===== config.mk =====
export PLATFORM = sky130hd
export DESIGN_NAME = dpt_channel
export DESIGN_NICKNAME = d
export VERILOG_FILES = /design/src/dpt_pkg.sv /design/src/dpt_channel.sv
export SDC_FILE = /design/constraint.sdc
export NUM_CORES = 1
export LEC_CHECK = 0
export ABC_AREA = 1
export BUFFER_PORTS_ARGS = -buffer_cell sky130_fd_sc_hd__buf_2
export CORE_AREA = 2 2 190 99
export CTS_CLUSTER_SIZE = 25
export DETAILED_ROUTE_END_ITERATION = 6
export DIE_AREA = 0 0 192 101
export MAX_ROUTING_LAYER = met4
export PLACE_DENSITY_LB_ADDON = 0.12
export SLEW_MARGIN = 20
export SYNTH_ARGS = -nofsm -noshare
export SYNTH_HDL_FRONTEND = slang
export SYNTH_SLANG_ARGS = --single-unit
export TNS_END_PERCENT = 5

===== constraint.sdc =====
create_clock -name clk -period 2 [get_ports clk]
set_input_delay 0.4 -clock clk [delete_from_list [all_inputs] [get_ports clk]]
set_output_delay 0.4 -clock clk [all_outputs]
set_load 0.02 [all_outputs]

===== src/dpt_pkg.sv =====
// constants for the dma channel progress tracking block
package dpt_pkg;
  // ==========================================================
  // register bus
  localparam int ADDR_W = 8;
  localparam logic [7:0] OFS_SOURCE_SIZE = 8'h00;
  localparam logic [7:0] OFS_DESTINATION_SIZE = 8'h04;
  localparam logic [7:0] OFS_SOURCE_POSITION = 8'h08;
  localparam logic [7:0] OFS_DESTINATION_POSITION = 8'h0C;
  localparam logic [7:0] OFS_CELL_SIZE = 8'h10;
  localparam logic [7:0] OFS_CELL_PROGRESS = 8'h14;
  localparam logic [7:0] OFS_PATTERN_MATCH_VALUE = 8'h18;
  localparam logic [7:0] OFS_CONTROL = 8'h1C;
  // ==========================================================
  // fields and reset values
  localparam int POS_W = 16;
  localparam int CTRL_PATTERN_BIT = 0;
  localparam logic [15:0] RST_FIELD16 = 16'h0000;
  localparam logic [7:0] RST_FIELD8 = 8'h00;
  localparam logic RST_BIT = 1'b0;
  localparam logic [31:0] DATA_LO_MASK = 32'h0000FFFF;
  localparam logic [31:0] UNMAPPED_READ = 32'h00000000;
  // ==========================================================
  // buffer
  localparam int BUF_DEPTH = 2;
  localparam int DATA_W = 8;
endpackage


===== src/dpt_channel.sv =====
// dma channel progress tracking: positions, cell counter, pattern clear, buffer, wishbone slave
`timescale 1ns/1ps
`default_nettype none

module dpt_channel
  import dpt_pkg::*;
#(
  parameter int WIDTH = DATA_W,
  parameter int DEPTH = BUF_DEPTH
) (
  input wire logic clk,
  input wire logic rst_b,
  input wire logic wb_cyc_i,
  input wire logic wb_stb_i,
  input wire logic wb_we_i,
  input wire logic [ADDR_W-1:0] wb_adr_i,
  input wire logic [3:0] wb_sel_i,
  input wire logic [31:0] wb_dat_i,
  output logic [31:0] wb_dat_o,
  output logic wb_ack_o,
  input wire logic trigger,
  input wire logic src_valid,
  output logic src_ready,
  input wire logic [WIDTH-1:0] src_data,
  output logic dst_valid,
  input wire logic dst_ready,
  output logic [WIDTH-1:0] dst_data,
  output logic pattern_match,
  output logic cell_done,
  output logic source_done,
  output logic destination_done
);

  // ==========================================================
  // registers
  logic [15:0] source_size_r;
  logic [15:0] destination_size_r;
  logic [15:0] cell_size_r;
  logic [7:0] pattern_match_value_r;
  logic pattern_mode_r;
  logic [15:0] source_position_r;
  logic [15:0] destination_position_r;
  logic [15:0] cell_progress_r;
  logic ack_r;
  logic [31:0] rdata_r;
  logic pattern_match_r;
  logic cell_done_r;
  logic source_done_r;
  logic destination_done_r;

  // ==========================================================
  // buffer storage
  localparam int PTR_W = (DEPTH > 1) ? $clog2(DEPTH) : 1;
  logic [WIDTH-1:0] mem_r [DEPTH];
  logic [PTR_W-1:0] wptr_r;
  logic [PTR_W-1:0] rptr_r;
  logic [PTR_W:0] count_r;

  // bus request decode
  logic wb_req;
  logic wb_wr;
  logic src_fire;
  logic dst_fire;
  logic match_hit;
  logic [16:0] source_eff;
  logic [16:0] destination_eff;
  logic [16:0] cell_eff;
  logic [16:0] src_next;
  logic [16:0] dst_next;
  logic [16:0] cell_next;
  logic src_wrap;
  logic dst_wrap;
  logic cell_wrap;

  assign wb_req = wb_cyc_i & wb_stb_i & ~ack_r;
  assign wb_wr = wb_req & wb_we_i;

  // zero-size fields stand for 65536 bytes
  assign source_eff = {source_size_r == 16'h0000, source_size_r};
  assign destination_eff = {destination_size_r == 16'h0000, destination_size_r};
  assign cell_eff = {cell_size_r == 16'h0000, cell_size_r};

  // handshakes on both sides of the buffer
  assign src_ready = (count_r != (PTR_W+1)'(DEPTH));
  assign dst_valid = (count_r != '0);
  assign src_fire = src_valid & src_ready;
  assign dst_fire = dst_valid & dst_ready;
  assign dst_data = mem_r[rptr_r];

  // match only counts while pattern mode is on
  assign match_hit = src_fire & pattern_mode_r & (src_data[7:0] == pattern_match_value_r);

  // next counts and wrap detection
  assign src_next = {1'b0, source_position_r} + 17'h00001;
  assign dst_next = {1'b0, destination_position_r} + 17'h00001;
  assign cell_next = {1'b0, cell_progress_r} + 17'h00001;
  assign src_wrap = (src_next == source_eff);
  assign dst_wrap = (dst_next == destination_eff);
  assign cell_wrap = (cell_next == cell_eff);

  // ==========================================================
  // two-entry buffer
  always_ff @(posedge clk) begin
    if (!rst_b) begin
      wptr_r <= '0;
      rptr_r <= '0;
      count_r <= '0;
    end else begin
      if (src_fire) begin
        wptr_r <= (wptr_r == PTR_W'(DEPTH-1)) ? '0 : wptr_r + PTR_W'(1);
      end
      if (dst_fire) begin
        rptr_r <= (rptr_r == PTR_W'(DEPTH-1)) ? '0 : rptr_r + PTR_W'(1);
      end
      if (src_fire && !dst_fire) begin
        count_r <= count_r + (PTR_W+1)'(1);
      end else if (!src_fire && dst_fire) begin
        count_r <= count_r - (PTR_W+1)'(1);
      end
    end
  end

  // buffer entries, written on accept
  always_ff @(posedge clk) begin
    if (src_fire) begin
      mem_r[wptr_r] <= src_data;
    end
  end

  // ==========================================================
  // software-written fields
  always_ff @(posedge clk) begin
    if (!rst_b) begin
      source_size_r <= RST_FIELD16;
      destination_size_r <= RST_FIELD16;
      cell_size_r <= RST_FIELD16;
      pattern_match_value_r <= RST_FIELD8;
      pattern_mode_r <= RST_BIT;
    end else if (wb_wr) begin
      // only the low lanes hold bits; upper lanes are dropped
      unique case (wb_adr_i)
        OFS_SOURCE_SIZE: begin
          if (wb_sel_i[0]) source_size_r[7:0] <= wb_dat_i[7:0];
          if (wb_sel_i[1]) source_size_r[15:8] <= wb_dat_i[15:8];
        end
        OFS_DESTINATION_SIZE: begin
          if (wb_sel_i[0]) destination_size_r[7:0] <= wb_dat_i[7:0];
          if (wb_sel_i[1]) destination_size_r[15:8] <= wb_dat_i[15:8];
        end
        OFS_CELL_SIZE: begin
          if (wb_sel_i[0]) cell_size_r[7:0] <= wb_dat_i[7:0];
          if (wb_sel_i[1]) cell_size_r[15:8] <= wb_dat_i[15:8];
        end
        OFS_PATTERN_MATCH_VALUE: begin
          if (wb_sel_i[0]) pattern_match_value_r <= wb_dat_i[7:0];
        end
        OFS_CONTROL: begin
          if (wb_sel_i[0]) pattern_mode_r <= wb_dat_i[CTRL_PATTERN_BIT];
        end
        default: begin
        end
      endcase
    end
  end

  // ==========================================================
  // source position: advances per accepted byte
  always_ff @(posedge clk) begin
    if (!rst_b) begin
      source_position_r <= RST_FIELD16;
    end else if (match_hit) begin
      source_position_r <= RST_FIELD16;
    end else if (src_fire) begin
      source_position_r <= src_wrap ? RST_FIELD16 : src_next[15:0];
    end
  end

  // destination position: advances per delivered byte
  always_ff @(posedge clk) begin
    if (!rst_b) begin
      destination_position_r <= RST_FIELD16;
    end else if (dst_fire) begin
      destination_position_r <= dst_wrap ? RST_FIELD16 : dst_next[15:0];
    end
  end

  // cell progress: bytes delivered since last trigger or pattern match, wrapping at cell size
  always_ff @(posedge clk) begin
    if (!rst_b) begin
      cell_progress_r <= RST_FIELD16;
    end else if (match_hit || trigger) begin
      cell_progress_r <= RST_FIELD16;
    end else if (dst_fire) begin
      cell_progress_r <= cell_wrap ? RST_FIELD16 : cell_next[15:0];
    end
  end

  // one-cycle event pulses
  always_ff @(posedge clk) begin
    if (!rst_b) begin
      pattern_match_r <= 1'b0;
      cell_done_r <= 1'b0;
      source_done_r <= 1'b0;
      destination_done_r <= 1'b0;
    end else begin
      pattern_match_r <= match_hit;
      cell_done_r <= dst_fire & cell_wrap & ~match_hit & ~trigger;
      source_done_r <= src_fire & src_wrap & ~match_hit;
      destination_done_r <= dst_fire & dst_wrap;
    end
  end

  assign pattern_match = pattern_match_r;
  assign cell_done = cell_done_r;
  assign source_done = source_done_r;
  assign destination_done = destination_done_r;

  // ==========================================================
  // wishbone answer: one wait state, upper half reads zero
  always_ff @(posedge clk) begin
    if (!rst_b) begin
      ack_r <= 1'b0;
      rdata_r <= UNMAPPED_READ;
    end else begin
      ack_r <= wb_req;
      if (wb_req) begin
        unique case (wb_adr_i)
          OFS_SOURCE_SIZE: rdata_r <= {16'h0000, source_size_r};
          OFS_DESTINATION_SIZE: rdata_r <= {16'h0000, destination_size_r};
          OFS_SOURCE_POSITION: rdata_r <= {16'h0000, source_position_r};
          OFS_DESTINATION_POSITION: rdata_r <= {16'h0000, destination_position_r};
          OFS_CELL_SIZE: rdata_r <= {16'h0000, cell_size_r};
          OFS_CELL_PROGRESS: rdata_r <= {16'h0000, cell_progress_r};
          OFS_PATTERN_MATCH_VALUE: rdata_r <= {24'h000000, pattern_match_value_r};
          OFS_CONTROL: rdata_r <= {31'h00000000, pattern_mode_r};
          default: rdata_r <= UNMAPPED_READ;
        endcase
      end
    end
  end

  assign wb_ack_o = ack_r;
  assign wb_dat_o = rdata_r;
endmodule

`default_nettype wire


==> flow_summary.yaml <==
clocking:
  cts_buffer_depth: 2
  cts_tree: "yes"
  root_buffer: "clkbuf_16"
  cts_made_buffers: 17
  cts_max_level: 4
  clk_pin_slew_worst_paths_ns: 0.07
  clock_sinks: 147
  clkLatencyLatePin_ns: 0.44
place:
  place_congestion: 0.921
  portBuffers: 72
  dp_cells: 1831
  dp_hpwl_mm: 25.3
logic_synthesis:
  synth.area.top_cells: "dfxtp_1 30%, nand2_1 17%, a21oi_1 7.1%, nor2_1 6.8%, inv_1 6.7%"
  synth_warnings: 0
  ys_types: 40
  synth_top_cell_area_share: 0.301
  syn_area_per_cell_um2: 6.34
  ys_seq_area_frac: 0.356
  ys_ff_latch: 147
  yosysTopAreaCell: "dfxtp_1"
  syn_area_mm2: 0.00872
  synth_cells: 1376
finish:
  layout-drive-gt1-share: 0.261
  stdcell_count: 1874
  final_util: 0.654
  syn2layout_area_growth_pct: 33.9
  nNetsFinal: 1685
  diodes: 0
  final_common_cell: "nand2_1"
  layout_common_cells: "365 x nand2_1, 174 x buf_4, 154 x inv_1"
detailed_routing:
  drt-total-wl_mm: 33.4
  drc: 0
  dr.pass1.iters: 6
  drtIter0Drc: 1086
  wire_per_inst_um: 17.8
  vias_per_cell: 5.51
  ant_nets: 0
  route.vias.total: 10300
sta:
  tns_ns: -2.61
  rsz0062_at_grt: "true"
  skew_ns: 0.0128
  report.final.slew_viol_count: 0
  layout_min_cycle_time_ns: 2.14
  hold_violations: 0
  tightest_slew_ns: 0.540
  hold_slack_ns: 0.168
  setup_ws_ns: -0.142
  period_share: 1.07
  finalSetupViolations: 44
  fmax_mhz: 467
  slew_headroom: 0.640
global_route:
  grt_pass1_vias: 9182
  gr-total-overflow: 0
  grt_max_degree: 61
  track_usage: 0.362
  grt_pass1_wl_mm: 51.1
  antenna_found_initial: 0
floorplanning:
  num_rows: 35
  coreArea_mm2: 0.0179
  die_h_um: 101
  initial_core_util: 0.488
  die_area_mm2: 0.0194
  io_pins: 107
  die_w_um: 192
power_and_ir_drop:
  powerDensity_mw_per_mm2: 666
  max-vdd-ir-drop_uv: 617
  p_leak_nw: 4.93
  finalPower_mw: 7.78
min_path:
  hold_path.class: "input port to register"
  hold_path_depth: 1
setup_path:
  arrival_ns: 2.48
  critPathCaptureType: "register"
  criticalPathCategory: "register to register"
  r2r_cells: 15
  crit_fanout: 7
  required_ns: 2.34
  startpoint_type: "register"
job:
  cap_violations: 0
run_status:
  violations: "setup timing"
  outcome: "finished, violations left"
[report_power, final]
group | switching [mW] | internal [mW] | total [mW]
Clock | 1.64 | 1.70 | 3.34
Combinational | 0.851 | 0.423 | 1.27
Sequential | 0.0708 | 3.10 | 3.17
Total | 2.57 | 5.22 | 7.78
[per-layer routing]
metal,part of all wire,track usage,up-vias
met1,0.48,0.552,4697
met4,0.023,0.0857,0
met5,0,-,-
met3,0.13,0.106,63
li1,-,-,4982
met2,0.36,0.452,581
[worst paths after layout]
check	start	end	slack, ns
hold reg to reg	rptr_r$_SDFFE_PN0P_	rptr_r$_SDFFE_PN0P_	0.46
setup reg to reg	cell_progress_r[1]$_SDFFE_PP0P_	cell_progress_r[0]$_SDFFE_PP0P_	-0.14
hold / removal	src_data[4]	mem_r[0][4]$_DFFE_PP_	0.17
setup / recovery	cell_progress_r[1]$_SDFFE_PP0P_	cell_progress_r[0]$_SDFFE_PP0P_	-0.14
[state kept, by name (all words and copies together) (netlist names), 16 cells and up, named ones only]
name / cells
wb_dat_o: 16
source_size_r: 16
cell_size_r: 16
destination_size_r: 16
destination_position_r: 16
mem_r: 16
cell_progress_r: 16
source_position_r: 16
[synth_stat cells]
cell and n:
o21bai_1 1, o2111ai_1 2, nand4_1 22, inv_1 156, buf_4 16, nand2_1 391, nor2_4 6, o21ai_2 1
nor3_1 7, and2_1 1, a221oi_1 1, o21ai_0 86, conb_1 1, nor3_2 1, nor3_4 1, nor2_1 158
nand3_4 1, o211ai_1 4, xnor2_1 6, nand2_2 12, nand3b_1 1, nor4_1 1, buf_2 1, dfxtp_1 131
edfxtp_1 16, nand3_1 115, o22ai_1 34, ha_1 4, o311a_1 1, a21oi_1 124, clkbuf_1 31, o31ai_1 9
o21ai_1 2, nor2_2 7, xor2_1 6, buf_6 2, inv_2 4, clkinv_1 4, mux2_2 8, nand3_2 1
[cell type report]
class / count / area, um2
tap: 240 / 300
sequential: 147 / 3130
timing repair buffer: 260 / 1890
multi-input combinational: 1031 / 5150
clock buffer: 17 / 425
inverter: 164 / 616
clock inverter: 15 / 174
fill: 1691 / 6190
[through the flow]
step                setup slack [ns]  area, um2
detailed placement            -0.246      10600
global route                  -0.243      11700
finish                        -0.142      11700
floorplan                     0.0654       8780
global placement              -0.197      10600
CTS                          -0.0688      11400
[logic make-up after synthesis]
family	synth area share
and+or+nand+nor	0.352
AOI/OAI and AO/OA	0.163
buffers and inverters	0.101
DFF	0.356
xor gates and xnor gates	0.0120
muxes	0.0103
adders and majority gates	0.00574
other	0.000430
[critical path, cell delays in order, from the launching register on]
cell,delay [ns]
dfxtp_2,0.37
ha_4,0.18
nand2_4,0.07
nor2_4,0.22
buf_12,0.15
nand3_2,0.08
nand2_2,0.09
nand2_2,0.05
nand2_1,0.06
nand2_1,0.06
nor2_2,0.15
nand2_2,0.08
nor2_4,0.16
nand3_4,0.15
nand2_8,0.13
nor2_1,0.05
[what timing repair did]
action / CTS / global route
pin swaps: 26 / 22
endpoints found under the setup margin: 51 / 51
setup buffers: 7 / 3
resized for setup: 63 / 62
hold buffers: 0 / 0
cloned: 1 / 0
(Power assumes the default switching activity.)
